--- config.mk ---
export PLATFORM = sky130hd
export DESIGN_NAME = switchgear_command_control
export DESIGN_NICKNAME = d
export VERILOG_FILES = /design/src/pkg/swctl_pkg.sv /design/src/hdl/switchgear_command_control.sv /design/src/hdl/ms_tick.sv /design/src/hdl/position_filter.sv
export SDC_FILE = /design/constraint.sdc
export NUM_CORES = 1
export LEC_CHECK = 0
export BUFFER_PORTS_ARGS = -buffer_cell sky130_fd_sc_hd__buf_2
export CAP_MARGIN = 20
export CORE_MARGIN = 5
export CORE_UTILIZATION = 50
export DETAILED_ROUTE_END_ITERATION = 6
export GPL_ROUTABILITY_DRIVEN = 0
export PLACE_DENSITY = 0.72
export SLEW_MARGIN = 20
export SYNTH_ARGS = -nofsm -noshare
export SYNTH_HDL_FRONTEND = slang
export SYNTH_SLANG_ARGS = --single-unit
export TNS_END_PERCENT = 5
--- constraint.sdc ---
create_clock -name aclk -period 2.8 [get_ports aclk]
set_clock_uncertainty 0.1 [all_clocks]
set_input_delay 0 -clock aclk [delete_from_list [all_inputs] [get_ports aclk]]
set_output_delay 0 -clock aclk [all_outputs]
set_load 0.01 [all_outputs]
--- src/pkg/swctl_pkg.sv ---
package swctl_pkg;

	localparam int CLK_PERIOD_NS = 8;
	localparam int MS_NS         = 1000000;
	localparam int MS_CYCLES     = (MS_NS + CLK_PERIOD_NS - 1) / CLK_PERIOD_NS;
	localparam int TICK_W        = 20;
	localparam int MS_W          = 16;

	typedef logic [MS_W-1:0] ms_t;

	localparam ms_t MS_ONE       = 16'h0001;
	localparam ms_t MAX_OP_MIN   = 16'h000A;
	localparam ms_t MAX_OP_MAX   = 16'hEA60;
	localparam ms_t MAX_OP_DEF   = 16'h2710;
	localparam ms_t PULSE_MIN    = 16'h0064;
	localparam ms_t PULSE_MAX    = 16'hEA60;
	localparam ms_t PULSE_DEF    = 16'h03E8;
	localparam ms_t PULSE_MIN_MS = 16'h03E8;
	localparam ms_t MAX_INT_MIN  = 16'h0014;
	localparam ms_t MAX_INT_MAX  = 16'hEA60;
	localparam ms_t MAX_INT_DEF  = 16'h2710;
	localparam ms_t SBO_MIN      = 16'h03E8;
	localparam ms_t SBO_MAX      = 16'h4E20;
	localparam ms_t SBO_DEF      = 16'h1388;
	localparam ms_t OPER_IND_MS  = 16'h0096;

	localparam logic [7:0] REG_CTRL    = 8'h00;
	localparam logic [7:0] REG_CMD     = 8'h04;
	localparam logic [7:0] REG_STATUS  = 8'h08;
	localparam logic [7:0] REG_OPCNT   = 8'h0C;
	localparam logic [7:0] REG_MAX_OP  = 8'h10;
	localparam logic [7:0] REG_PULSE   = 8'h14;
	localparam logic [7:0] REG_MAX_INT = 8'h18;
	localparam logic [7:0] REG_SBO     = 8'h1C;

	localparam int CTRL_MODE_LSB   = 0;
	localparam int CTRL_MODE_MSB   = 1;
	localparam int CTRL_FCHK_BIT   = 2;
	localparam int CTRL_CNTCLR_BIT = 3;
	localparam int CMD_OPEN_BIT    = 0;
	localparam int CMD_CLOSE_BIT   = 1;
	localparam int CMD_SELECT_BIT  = 2;
	localparam int CMD_CANCEL_BIT  = 3;
	localparam int CMD_SKIP_BIT    = 4;
	localparam int CMD_W           = 5;
	localparam int STAT_CODE_LSB   = 0;
	localparam int STAT_CODE_MSB   = 1;
	localparam int STAT_BUSY_BIT   = 4;
	localparam int STAT_SEL_BIT    = 5;
	localparam int STAT_FLG_LSB    = 8;
	localparam int STAT_FLG_MSB    = 11;
	localparam int FLG_REF         = 0;
	localparam int FLG_ERR         = 1;
	localparam int FLG_SBO         = 2;
	localparam int FLG_EVT         = 3;

	localparam logic       FCHK_RST    = 1'b1;
	localparam logic [1:0] RESP_OKAY   = 2'h0;
	localparam logic [1:0] RESP_SLVERR = 2'h2;

	localparam logic [1:0] POS_INTERMEDIATE = 2'h0;
	localparam logic [1:0] POS_OPENED       = 2'h1;
	localparam logic [1:0] POS_CLOSED       = 2'h2;
	localparam logic [1:0] POS_BAD          = 2'h3;

	typedef enum logic [1:0] {
		MODEL_DIRECT_NORMAL = 2'b00,
		MODEL_DIRECT_ENH    = 2'b01,
		MODEL_SBO_ENH       = 2'b10
	} model_e;

	typedef enum logic [1:0] {
		ST_IDLE  = 2'b00,
		ST_SEL   = 2'b01,
		ST_PULSE = 2'b10,
		ST_SUPV  = 2'b11
	} ctl_state_e;

	typedef struct packed {
		logic local_close;
		logic local_open;
		logic block;
		logic close_en;
		logic open_en;
		logic remote_permit;
		logic local_permit;
	} pins_s;

	typedef struct packed {
		logic [TICK_W-1:0] cnt;
		logic              tick;
	} tick_state_s;

	typedef struct packed {
		logic [1:0] s1;
		logic [1:0] s2;
		logic [1:0] code;
		ms_t        int_ms;
		logic       evt;
	} pos_state_s;

	typedef struct packed {
		pins_s       sync1;
		pins_s       sync2;
		logic [1:0]  req_prev;
		model_e      model;
		logic        forced_chk;
		ms_t         max_op;
		ms_t         pulse_ms;
		ms_t         max_int;
		ms_t         sbo_ms;
		ctl_state_e  st;
		logic        dir_close;
		ms_t         tmr;
		ms_t         op_tmr;
		logic        open_pulse;
		logic        close_pulse;
		logic        oper_pulse;
		ms_t         oper_ms;
		logic [31:0] op_count;
		logic [3:0]  flags;
		logic        awready;
		logic        wready;
		logic        bvalid;
		logic [1:0]  bresp;
		logic        aw_ok;
		logic [7:0]  aw_addr;
		logic        w_ok;
		logic [31:0] wdata;
		logic [3:0]  wstrb;
		logic        arready;
		logic        rvalid;
		logic [1:0]  rresp;
		logic [31:0] rdata;
	} ctl_state_s;

	function automatic logic [31:0] wmerge(input logic [31:0] old, input logic [31:0] wd,
		input logic [3:0] strb);
		logic [31:0] r;
		r = old;
		for (int i = 0; i < 4; i++) begin
			if (strb[i]) begin
				r[8*i +: 8] = wd[8*i +: 8];
			end
		end
		return r;
	endfunction

	function automatic ms_t clamp(input ms_t v, input ms_t lo, input ms_t hi);
		return (v < lo) ? lo : ((v > hi) ? hi : v);
	endfunction

endpackage

--- src/hdl/switchgear_command_control.sv ---
// The AXI4-Lite interface to the registers and the placing of the registers are this design's own decisions.
`timescale 1ns/1ps
module switchgear_command_control
	import swctl_pkg::*;
#(
	parameter int CYCLES_PER_MS = MS_CYCLES
) (
	input  wire logic        aclk,
	input  wire logic        aresetn,
	input  wire logic        s_axi_awvalid,
	output logic             s_axi_awready,
	input  wire logic [31:0] s_axi_awaddr,
	input  wire logic        s_axi_wvalid,
	output logic             s_axi_wready,
	input  wire logic [31:0] s_axi_wdata,
	input  wire logic [3:0]  s_axi_wstrb,
	output logic             s_axi_bvalid,
	input  wire logic        s_axi_bready,
	output logic [1:0]       s_axi_bresp,
	input  wire logic        s_axi_arvalid,
	output logic             s_axi_arready,
	input  wire logic [31:0] s_axi_araddr,
	output logic             s_axi_rvalid,
	input  wire logic        s_axi_rready,
	output logic [31:0]      s_axi_rdata,
	output logic [1:0]       s_axi_rresp,
	input  wire logic        local_permit_in,
	input  wire logic        remote_permit_in,
	input  wire logic        open_interlock_enable,
	input  wire logic        close_interlock_enable,
	input  wire logic        operation_block_in,
	input  wire logic        local_open_req,
	input  wire logic        local_close_req,
	input  wire logic        position_opened_in,
	input  wire logic        position_closed_in,
	output logic             open_pulse_out,
	output logic             close_pulse_out,
	output logic             operation_pulse_out,
	output logic             opened_out,
	output logic             closed_out,
	output logic [1:0]       position_state_code,
	output logic             position_event_out
);
	ctl_state_s  q;
	ctl_state_s  n;
	logic        ms_tick;
	logic [1:0]  pos_code;
	logic        pos_evt;
	logic        loc_open;
	logic        loc_close;
	logic        is_local;
	logic        req;
	logic        conflict;
	logic        want_close;
	logic        is_select;
	logic        permit;
	logic        dir_ok;
	logic        ok;
	logic        go;
	logic        set_ref;
	logic        set_err;
	logic        set_sbo;
	logic        cnt_clr;
	logic        enh;
	logic        success;
	logic        op_timeout;
	logic [1:0]  target;
	logic [CMD_W-1:0] rcmd;
	logic [3:0]  w1c;
	logic [31:0] d;
	logic [31:0] rd;
	logic [31:0] cw;
	logic [31:0] sw;
	logic        pulse_any;

	ms_tick #(
		.CYCLES_PER_MS(CYCLES_PER_MS)
	) u_tick (
		.aclk        (aclk),
		.aresetn     (aresetn),
		.ms_tick_out (ms_tick)
	);

	position_filter u_pos (
		.aclk                (aclk),
		.aresetn             (aresetn),
		.ms_tick             (ms_tick),
		.position_opened_in  (position_opened_in),
		.position_closed_in  (position_closed_in),
		.max_int_ms          (q.max_int),
		.position_state_code (pos_code),
		.opened_out          (opened_out),
		.closed_out          (closed_out),
		.position_event_out  (pos_evt)
	);

	always_comb begin
		n       = q;
		rcmd    = '0;
		w1c     = '0;
		cnt_clr = 1'b0;
		d       = '0;
		rd      = '0;
		set_ref = 1'b0;
		set_err = 1'b0;
		set_sbo = 1'b0;
		go      = 1'b0;

		n.sync1    = {local_close_req, local_open_req, operation_block_in, close_interlock_enable,
			open_interlock_enable, remote_permit_in, local_permit_in};
		n.sync2    = q.sync1;
		n.req_prev = {q.sync2.local_close, q.sync2.local_open};

		cw = '0;
		cw[CTRL_MODE_MSB:CTRL_MODE_LSB] = q.model;
		cw[CTRL_FCHK_BIT] = q.forced_chk;
		sw = '0;
		sw[STAT_CODE_MSB:STAT_CODE_LSB] = pos_code;
		sw[STAT_BUSY_BIT] = (q.st == ST_PULSE) || (q.st == ST_SUPV);
		sw[STAT_SEL_BIT] = q.st == ST_SEL;
		sw[STAT_FLG_MSB:STAT_FLG_LSB] = q.flags;

		// Write channel: address and data taken in either order
		if (s_axi_awvalid && q.awready) begin
			n.aw_ok   = 1'b1;
			n.aw_addr = s_axi_awaddr[7:0];
		end
		if (s_axi_wvalid && q.wready) begin
			n.w_ok  = 1'b1;
			n.wdata = s_axi_wdata;
			n.wstrb = s_axi_wstrb;
		end
		if (q.bvalid && s_axi_bready) begin
			n.bvalid = 1'b0;
		end
		if (n.aw_ok && n.w_ok && !n.bvalid) begin
			n.aw_ok  = 1'b0;
			n.w_ok   = 1'b0;
			n.bvalid = 1'b1;
			n.bresp  = RESP_OKAY;
			case (n.aw_addr)
				REG_CTRL: begin
					d = wmerge(cw, n.wdata, n.wstrb);
					if (d[CTRL_MODE_MSB:CTRL_MODE_LSB] != 2'h3) begin
						n.model = model_e'(d[CTRL_MODE_MSB:CTRL_MODE_LSB]);
					end
					n.forced_chk = d[CTRL_FCHK_BIT];
					cnt_clr = n.wstrb[0] && n.wdata[CTRL_CNTCLR_BIT];
				end
				REG_CMD: begin
					if (n.wstrb[0]) begin
						rcmd = n.wdata[CMD_W-1:0];
					end
				end
				REG_STATUS: begin
					if (n.wstrb[1]) begin
						w1c = n.wdata[STAT_FLG_MSB:STAT_FLG_LSB];
					end
				end
				REG_OPCNT: begin
				end
				REG_MAX_OP: begin
					d = wmerge({16'h0000, q.max_op}, n.wdata, n.wstrb);
					n.max_op = clamp(d[MS_W-1:0], MAX_OP_MIN, MAX_OP_MAX);
				end
				REG_PULSE: begin
					d = wmerge({16'h0000, q.pulse_ms}, n.wdata, n.wstrb);
					n.pulse_ms = clamp(d[MS_W-1:0], PULSE_MIN, PULSE_MAX);
				end
				REG_MAX_INT: begin
					d = wmerge({16'h0000, q.max_int}, n.wdata, n.wstrb);
					n.max_int = clamp(d[MS_W-1:0], MAX_INT_MIN, MAX_INT_MAX);
				end
				REG_SBO: begin
					d = wmerge({16'h0000, q.sbo_ms}, n.wdata, n.wstrb);
					n.sbo_ms = clamp(d[MS_W-1:0], SBO_MIN, SBO_MAX);
				end
				default: begin
					n.bresp = RESP_SLVERR;
				end
			endcase
		end
		n.awready = !n.aw_ok && !n.bvalid;
		n.wready  = !n.w_ok && !n.bvalid;

		// Read channel
		if (q.rvalid && s_axi_rready) begin
			n.rvalid = 1'b0;
		end
		if (s_axi_arvalid && q.arready) begin
			n.rvalid = 1'b1;
			n.rresp  = RESP_OKAY;
			case (s_axi_araddr[7:0])
				REG_CTRL:    rd = cw;
				REG_CMD:     rd = '0;
				REG_STATUS:  rd = sw;
				REG_OPCNT:   rd = q.op_count;
				REG_MAX_OP:  rd = {16'h0000, q.max_op};
				REG_PULSE:   rd = {16'h0000, q.pulse_ms};
				REG_MAX_INT: rd = {16'h0000, q.max_int};
				REG_SBO:     rd = {16'h0000, q.sbo_ms};
				default: begin
					n.rresp = RESP_SLVERR;
				end
			endcase
			n.rdata = rd;
		end
		n.arready = !n.rvalid;

		// Request qualification
		enh        = q.model != MODEL_DIRECT_NORMAL;
		loc_open   = q.sync2.local_open && !q.req_prev[0];
		loc_close  = q.sync2.local_close && !q.req_prev[1];
		is_local   = loc_open || loc_close;
		req        = is_local || rcmd[CMD_OPEN_BIT] || rcmd[CMD_CLOSE_BIT];
		conflict   = is_local ? (loc_open && loc_close) : (rcmd[CMD_OPEN_BIT] && rcmd[CMD_CLOSE_BIT]);
		want_close = is_local ? loc_close : rcmd[CMD_CLOSE_BIT];
		is_select  = !is_local && rcmd[CMD_SELECT_BIT];
		permit     = is_local ? q.sync2.local_permit : q.sync2.remote_permit;
		dir_ok     = want_close ? q.sync2.close_en : q.sync2.open_en;
		if (!q.forced_chk && !is_local && rcmd[CMD_SKIP_BIT]) begin
			dir_ok = 1'b1;
		end
		ok         = permit && dir_ok && !q.sync2.block && !conflict;
		target     = q.dir_close ? POS_CLOSED : POS_OPENED;
		success    = pos_code == target;
		op_timeout = enh && (q.op_tmr >= q.max_op);

		case (q.st)
			ST_IDLE: begin
				if (req) begin
					if (q.model == MODEL_SBO_ENH && !is_local) begin
						if (is_select && permit && !q.sync2.block && !conflict) begin
							n.st        = ST_SEL;
							n.dir_close = want_close;
							n.tmr       = '0;
						end else begin
							set_ref = 1'b1;
						end
					end else if (ok) begin
						go = 1'b1;
					end else begin
						set_ref = 1'b1;
					end
				end
			end
			ST_SEL: begin
				if (ms_tick) begin
					n.tmr = q.tmr + MS_ONE;
				end
				if (rcmd[CMD_CANCEL_BIT]) begin
					n.st = ST_IDLE;
				end else if (req && !is_local && !is_select && want_close == q.dir_close && ok) begin
					go = 1'b1;
				end else if (req) begin
					set_ref = 1'b1;
					n.st    = ST_IDLE;
				end else if (q.tmr >= q.sbo_ms) begin
					n.st    = ST_IDLE;
					set_sbo = 1'b1;
				end
			end
			ST_PULSE: begin
				set_ref = req;
				if (ms_tick) begin
					n.tmr    = q.tmr + MS_ONE;
					n.op_tmr = q.op_tmr + MS_ONE;
				end
				set_err = op_timeout && !success;
				if (q.tmr >= q.pulse_ms || (success && q.tmr >= PULSE_MIN_MS)) begin
					n.open_pulse  = 1'b0;
					n.close_pulse = 1'b0;
					n.st = (enh && !success && !op_timeout) ? ST_SUPV : ST_IDLE;
				end
			end
			ST_SUPV: begin
				set_ref = req;
				if (ms_tick) begin
					n.op_tmr = q.op_tmr + MS_ONE;
				end
				if (success) begin
					n.st = ST_IDLE;
				end else if (op_timeout) begin
					set_err = 1'b1;
					n.st    = ST_IDLE;
				end
			end
			default: begin
				n.st = ST_IDLE;
			end
		endcase

		if (go) begin
			n.st          = ST_PULSE;
			n.dir_close   = want_close;
			n.tmr         = '0;
			n.op_tmr      = '0;
			n.open_pulse  = !want_close;
			n.close_pulse = want_close;
		end

		// Operation indication and counter
		if (q.oper_pulse && ms_tick) begin
			if (q.oper_ms == OPER_IND_MS - MS_ONE) begin
				n.oper_pulse = 1'b0;
			end else begin
				n.oper_ms = q.oper_ms + MS_ONE;
			end
		end
		if (cnt_clr) begin
			n.op_count = '0;
		end
		if (pos_evt && (pos_code == POS_OPENED || pos_code == POS_CLOSED) && !q.oper_pulse) begin
			n.oper_pulse = 1'b1;
			n.oper_ms    = '0;
			n.op_count   = n.op_count + 32'h0000_0001;
		end

		// Sticky flags: a new event beats a clear in the same cycle
		n.flags = (q.flags & ~w1c) | {pos_evt, set_sbo, set_err, set_ref};
	end

	always_ff @(posedge aclk) begin
		if (!aresetn) begin
			q            <= '0;
			q.model      <= MODEL_DIRECT_NORMAL;
			q.forced_chk <= FCHK_RST;
			q.max_op     <= MAX_OP_DEF;
			q.pulse_ms   <= PULSE_DEF;
			q.max_int    <= MAX_INT_DEF;
			q.sbo_ms     <= SBO_DEF;
		end else begin
			q <= n;
		end
	end

	assign s_axi_awready       = q.awready;
	assign s_axi_wready        = q.wready;
	assign s_axi_bvalid        = q.bvalid;
	assign s_axi_bresp         = q.bresp;
	assign s_axi_arready       = q.arready;
	assign s_axi_rvalid        = q.rvalid;
	assign s_axi_rdata         = q.rdata;
	assign s_axi_rresp         = q.rresp;
	assign open_pulse_out      = q.open_pulse;
	assign close_pulse_out     = q.close_pulse;
	assign operation_pulse_out = q.oper_pulse;
	assign position_state_code = pos_code;
	assign position_event_out  = pos_evt;
	assign pulse_any           = q.open_pulse || q.close_pulse;
endmodule

--- src/hdl/ms_tick.sv ---
`timescale 1ns/1ps
module ms_tick
	import swctl_pkg::*;
#(
	parameter int CYCLES_PER_MS = MS_CYCLES
) (
	input  wire logic aclk,
	input  wire logic aresetn,
	output logic      ms_tick_out
);
	tick_state_s q;
	tick_state_s n;

	always_comb begin
		n = q;
		n.tick = 1'b0;
		if (q.cnt == TICK_W'(CYCLES_PER_MS - 1)) begin
			n.cnt  = '0;
			n.tick = 1'b1;
		end else begin
			n.cnt = q.cnt + {{(TICK_W-1){1'b0}}, 1'b1};
		end
	end

	always_ff @(posedge aclk) begin
		if (!aresetn) begin
			q <= '0;
		end else begin
			q <= n;
		end
	end

	assign ms_tick_out = q.tick;
endmodule

--- src/hdl/position_filter.sv ---
`timescale 1ns/1ps
module position_filter
	import swctl_pkg::*;
(
	input  wire logic       aclk,
	input  wire logic       aresetn,
	input  wire logic       ms_tick,
	input  wire logic       position_opened_in,
	input  wire logic       position_closed_in,
	input  wire ms_t        max_int_ms,
	output logic [1:0]      position_state_code,
	output logic            opened_out,
	output logic            closed_out,
	output logic            position_event_out
);
	pos_state_s q;
	pos_state_s n;
	logic       opened_reg;
	logic       closed_reg;

	always_comb begin
		n = q;
		n.s1 = {position_closed_in, position_opened_in};
		n.s2 = q.s1;
		if (q.s2 != POS_INTERMEDIATE) begin
			n.code   = q.s2;
			n.int_ms = '0;
		end else begin
			if (ms_tick && q.int_ms < max_int_ms) begin
				n.int_ms = q.int_ms + MS_ONE;
			end
			if (q.int_ms >= max_int_ms) begin
				n.code = POS_INTERMEDIATE;
			end
		end
		n.evt = n.code != q.code;
	end

	always_ff @(posedge aclk) begin
		if (!aresetn) begin
			q          <= '0;
			opened_reg <= 1'b0;
			closed_reg <= 1'b0;
		end else begin
			q          <= n;
			opened_reg <= n.code == POS_OPENED;
			closed_reg <= n.code == POS_CLOSED;
		end
	end

	assign position_state_code = q.code;
	assign position_event_out  = q.evt;
	assign opened_out          = opened_reg;
	assign closed_out          = closed_reg;
endmodule

==> Word-level counts from Yosys, hierarchy flattened <==
Index checks and enable logic that the tools add are counted.
{ "classes": {"addsub": 6, "multipliers": 0, "n_div": 0, "n_lt_le_gt_ge": 14, "n_eq_ne": 46, "shift": 0, "n_mux": 111, "bitwise": 5, "n_reduce_logical": 95} }
{ "op_table": {"columns": ["cell", "n"], "rows": [
  ["case mux 32 bit (7 select lines)", 1],
  ["2-to-1 mux 16 bit", 12],
  ["2-to-1 mux 8 bit", 24],
  ["2-to-1 mux 37 bit", 2],
  ["adder 16 x 1 -> 16 bit, second input constant", 4],
  ["equality test 8 x 5 -> 1 bit, second input constant", 8],
  [">= comparator 16 bit", 4],
  ["2-to-1 mux 32 bit", 2],
  ["2-to-1 mux 19 bit", 3],
  ["2-to-1 mux 49 bit", 1],
  ["> comparator 16 bit, second input constant", 3],
  ["case mux 16 bit (3 select lines)", 1],
  ["logical AND 1 bit", 37],
  ["2-to-1 mux 35 bit", 1],
  ["adder 32 x 1 -> 32 bit, second input constant", 1],
  ["equality test 8 x 4 -> 1 bit, second input constant", 4],
  ["2-to-1 mux 1 bit", 32],
  ["case mux 16 bit (2 select lines)", 1],
  ["2-to-1 mux 2 bit", 14],
  ["nonzero test 2 bit", 11],
  ["adder 20 x 1 -> 20 bit, second input constant", 1],
  ["equality test 20 x 17 -> 1 bit, second input constant", 1],
  ["2-to-1 mux 18 bit", 1],
  ["!= test 3 bit, second input constant", 6],
  ["other kinds (44)", 102]
]} }
{ "word_totals": {"reg_bits": 306, "latchBits": 0, "mem_bits_rw": 0, "mem_bits_ro": 0, "input_bits": 116, "output_inout_bits": 49, "elab_cells": 333, "n_memories": 0} }

==> Longest topological paths before layout <==
{ "depth": {"depth_word": 17, "ltp_mapped": 14, "mapped_depth_nobuf": 11} }

==> Hierarchy <==
A second synthesis with hierarchy kept.
{ "hier_totals": {"hier_cells": 1995, "hier_area_um2": 15980.3} }
{ "modules_own_cells": {"columns": ["module", "instances", "cells_per_inst", "area_each_um2", "seq_area_each_um2"], "rows": [
  ["switchgear_command_control", 1, 1694, 13415.4, 4804.6],
  ["position_filter", 1, 188, 1575.3, 500.5],
  ["ms_tick", 1, 113, 989.7, 420.4]
]} }

==> Worst setup path before layout <==
Ideal clock, no wire load.
{ "synth_timing": {"path_type": "flip-flop to flip-flop", "startpoint": "register q, in the netlist s_axi_wready", "endpoint": "register q[117] in the netlist's numbering", "setup_time_ns": 0.071, "arrival_time_ns": 2.968, "required_ns": 2.629, "slack_ns": -0.338, "stages_incl_launch_ff": 15, "synth_period_minus_slack_ns": 3.138, "path_cell_list": "dfxtp_1 > buf_4 > and2_1 > buf_4 > o221ai_2 > nor2_1 > nand3_1 > clkbuf_1 > and2_1 > ha_1 > nand3_1 > nor2_1 > nand4_1 > or3_1 > a21oi_1"} }
{ "synth_via": {"elab_chain_len": 8, "word_cells_on_any_way": 10, "cone_classes": "1 x add/sub; 5 x mux; 4 x reduce/logical"} }
{ "synth_rtl": {"columns": ["element", "line_no", "source"], "rows": [
  ["start, declared", "switchgear_command_control.sv:44", "ctl_state_s q;"],
  ["start signal, assigned", "switchgear_command_control.sv:333", "q <= n;"],
  ["logical AND 1 bit (*)", "switchgear_command_control.sv:128", "if (s_axi_wvalid && q.wready) begin"],
  ["2-to-1 mux 37 bit (*)", "switchgear_command_control.sv:128", null],
  ["logical AND 1 bit (on tied branches)", "switchgear_command_control.sv:148, switchgear_command_control.sv:136", null],
  ["2-to-1 mux 1 bit or logical AND 1 bit (tied branches)", "switchgear_command_control.sv:141, switchgear_command_control.sv:136", null],
  ["2-to-1 mux 1 bit (*)", "switchgear_command_control.sv:136", "if (n.aw_ok && n.w_ok && !n.bvalid) begin"],
  ["2-to-1 mux 32 bit (*)", "switchgear_command_control.sv:310", "if (cnt_clr) begin"],
  ["adder 32 x 1 -> 32 bit", "switchgear_command_control.sv:316", "n.op_count = n.op_count + 32'h0000_0001;"],
  ["2-to-1 mux 49 bit (*)", "switchgear_command_control.sv:313", "if (pos_evt && (pos_code == POS_OPENED || pos_code == POS_CLOSED) && !q.oper_pulse) begin"]
]} }
Mark *: on every way between the ends. The rest lies on a longest branch, timed or not.
A chain may end at the register's enable or synchronous reset.

==> Worst setup path after layout <==
{ "layout_timing": {"startpoint": "register q, in the netlist s_axi_wready", "endpoint": "register q[209] in the netlist's numbering"} }
{ "layout_via": {"elab_chain_len": 8, "word_cells_on_any_way": 15, "cone_classes": "2 x order compare; 9 x mux; 4 x reduce/logical"} }
{ "layout_rtl": {"columns": ["element", "line_no", "source"], "rows": [
  ["logical AND 1 bit (*)", "switchgear_command_control.sv:128", null],
  ["2-to-1 mux 37 bit (*)", "switchgear_command_control.sv:128", null],
  ["2-to-1 mux 8 bit", "swctl_pkg.sv:142", "if (strb[i]) begin"],
  ["2-to-1 mux 8 bit", "switchgear_command_control.sv:141", "case (n.aw_addr)"],
  ["2-to-1 mux 8 bit", "switchgear_command_control.sv:136", null],
  ["> comparator 16 bit", "swctl_pkg.sv:150", "return (v < lo) ? lo : ((v > hi) ? hi : v);"],
  ["2-to-1 mux 16 bit (2 in a row)", "swctl_pkg.sv:150", null]
]} }
Mark *: on every way between the ends. The rest lies on a longest branch, timed or not. The select of a mux whose other input is x is not followed.

==> results.yml <==
run_status:
  status: "complete, but fails checks"
  failed_checks: "DRC, setup timing"
logic_synthesis:
  ys_seq_area_share_pct: 36.1
  synth.distinct_cells: 91
  synth_seq_cells: 286
  synth_compound_area_share_pct: 21.4
  synthXorXnorAreaFrac_pct: 4.97
  synth_mux_area_share_pct: 2.13
  syn_avg_cell_area_um2: 8.13
  synth_cells: 1950
  syn_area_um2: 15900
  synthAdderAreaFrac_pct: 6.08
  ys.flop_type: "dfxtp_1"
  synth.yosys.warnings: 0
  synthSimpleGateAreaFrac_pct: 22.8
  async_reset_ff_share_pct: 0
  synth_top_family_by_area: "simple AND/OR/NAND/NOR gates"
  synth_edf_count: 0
sta:
  slew_headroom_pct: 48.2
  drv_slew: 0
  fmax_mhz: 341
  fin_crit_sh_pct: 105
  hold_viol_final: 0
  report.final.setup_viol: 57
  rsz0062_at_grt: "true"
  period_minus_slack_ps: 2930
  setup_slack_ps: -132
  holdWs_ps: 29.0
  worst_slew_pin_slew_ps: 769
place:
  dpl.hpwl_um: 40500
  preCtsSetupSlack_ps: -202
  portBuffers: 96
critical_path:
  cp.arrival_ps: 3300
  cpMostUsedCell: "buf_6"
  cp_slowest_cell: "a2111o_1"
  critPathKind: "flop to flop"
  worst_setup_path_end_kind: "flop"
  required_ps: 3170
  cp-start-kind: "flop"
  slowest_delay_ps: 410
  crit_chain: "buf_12, and3_4, buf_6, nor2_4, buf_6, a221oi_4, o2111ai_2, a2111o_1, a41o_1, a31o_1, a32o_1"
  crit_fanout: 11
  r2r_slack_ps: -130
detailed_routing:
  drc: 102
  dr_total_vias: 16601
  wl_um: 56400
  first_pass_iters: 7
  drtIter0Drc: 2130
  drt-vias-per-instance: 6.22
  avgRoutedWirePerCell_um: 21.1
  ant_nets: 0
grt:
  grt_max_degree: 69
  grt_pass1_wl_um: 87300
  grt.overflow.total: 0
  antenna_found_initial: 0
  track_usage_pct: 30.3
  grt_pass1_vias: 15917
clocking:
  clockRootBuffer: "clkbuf_16"
  numCtsBuffers: 31
  h-tree-depth: 1
  cts_tree: "done"
  path_clk_slew_ps: 60
  clockBufferDepth: 3
  cts.sinks: 286
  clkLatencyLatePin_ps: 590
die:
  die-height_um: 188
  pin_count: 165
  core.rowCount: 65
  design.die.area_um2: 35400
  core_um2: 31400
  die-width_um: 188
  initial_utilization_pct: 50.5
final_layout:
  antenna_cells: 0
  layout-drive-gt1-share_pct: 23.4
  fin_nets: 2435
  fillers: 2536
  syn_to_final_growth_pct: 28.1
pwr:
  irDropWorstVdd_v: 0.000504
  power_density_nw_per_um2: 499
  p_leak_nw: 8.30
worst_hold_path:
  hold_path_class: "input pin to flop"
flow_run:
  drv_cap: 0
-- metrics by stage --
step                utilization (%)  std cells  TNS [ps]  cell area, um^2  total power [mW]
global placement               57.6       2555     -3580            18100              5.46
CTS                            63.9       2665     -1480            20100              10.0
finish                         64.7       2668     -3000            20300              10.1
global route                   64.7       2668    -10050            20300              10.4
floorplan                         -       1951     -2770            15900              4.96
detailed placement             57.6       2555     -9160            18100              5.49
-- layer usage --
metal,wire length (um),vias up,track usage (%)
met3,6500,266,7.89
met5,0,-,0
li1,-,7597,-
met4,3620,0,15.1
met1,22000,7720,39.2
met2,24300,1018,46.8
-- cell type report --
type	count	area [um^2]	area share, %
Multi-Input combinational cell	1440	9690	47.7
Sequential cell	286	5730	28.2
Timing Repair Buffer	389	2920	14.4
Clock buffer	41	863	4.25
Tap cell	402	503	2.48
Inverter	94	355	1.75
Clock inverter	16	245	1.21
-- synthesized netlist by cell type, types with 15 or more instances --
library cell	number	area [um^2]
xnor2_1	44	385
nor2_1	224	841
a31oi_1	25	156
inv_1	94	353
mux2i_1	18	180
nand2b_1	18	113
o21ai_0	77	385
o21a_1	19	143
nand4_1	38	238
nor3_1	44	220
nand2_1	185	694
ha_1	77	963
o211ai_1	15	113
xor2_1	46	403
dfxtp_1	286	5730
buf_4	42	315
a21oi_1	130	651
a22oi_1	32	240
clkbuf_1	67	251
and2_1	37	231
nor4_1	20	125
or3_1	16	100
nand3_1	53	265
a211oi_1	21	158
and3_1	40	250
-- sequential cells by signal (all words and copies together), names as in the netlist, 2 cells and up --
register,flops
cw,3
u_pos.n,2
s_axi_rdata,32
u_pos.position_state_code,2
u_pos.q,18
u_tick.q,20
n,9
q,186
-- cells by family after synthesis --
family | count (synthesis)
AND/OR/NAND/NOR | 742
buffers and inverters | 225
XOR/XNOR | 90
AO/OA/AOI/OAI | 497
flip-flops | 286
multiplexers | 32
adder cells (fa/ha/maj) | 77
other | 1
-- cells in the final DEF (no fill, tap or decap), types with 38 or more instances in the layout --
cell,count
nand4_1,38
nand3_1,50
buf_4,229
ha_1,77
nor2_1,206
dfxtp_1,284
o21ai_0,69
dlygate4sd3_1,49
xnor2_1,44
xor2_1,46
buf_2,96
a21oi_1,123
and3_1,38
inv_1,93
nand2_1,182
-- report_power, final --
group	leakage [nW]	internal (mW)	switching, mW	total, mW
logic	5.43	0.591	0.843	1.43
registers	2.31	4.14	0.0705	4.21
clock network	0.554	2.72	1.77	4.49
-- worst max-delay path, delay by kind of cell (launching register included) --
kind                   cells  cell delay, ps
buffers and inverters      3             420
AO/OA/AOI/OAI              6            1680
flip-flops                 1             380
AND/OR/NAND/NOR            2             230
-- repair_timing --
item | 4_1_cts | 5_1_grt
hold buffers | 49 | 0
endpoints found under the hold margin | 86 | 0
cloned | 1 | 0
buffers inserted | 3 | 3
endpoints found under the setup margin | 89 | 107
pin swaps | 23 | 20
gates resized for setup | 74 | 63
-- final timing paths --
check | cells past startpoint | endpoint | start
worst min register to register | 1 | q[249] | n[249]
worst max-delay path | 11 | q[209] | s_axi_wready
worst min-delay path | 6 | q[239] | s_axi_wstrb[1]
worst max register to register | 11 | q[209] | s_axi_wready
No activity file was read; power rests on OpenSTA's default activity.
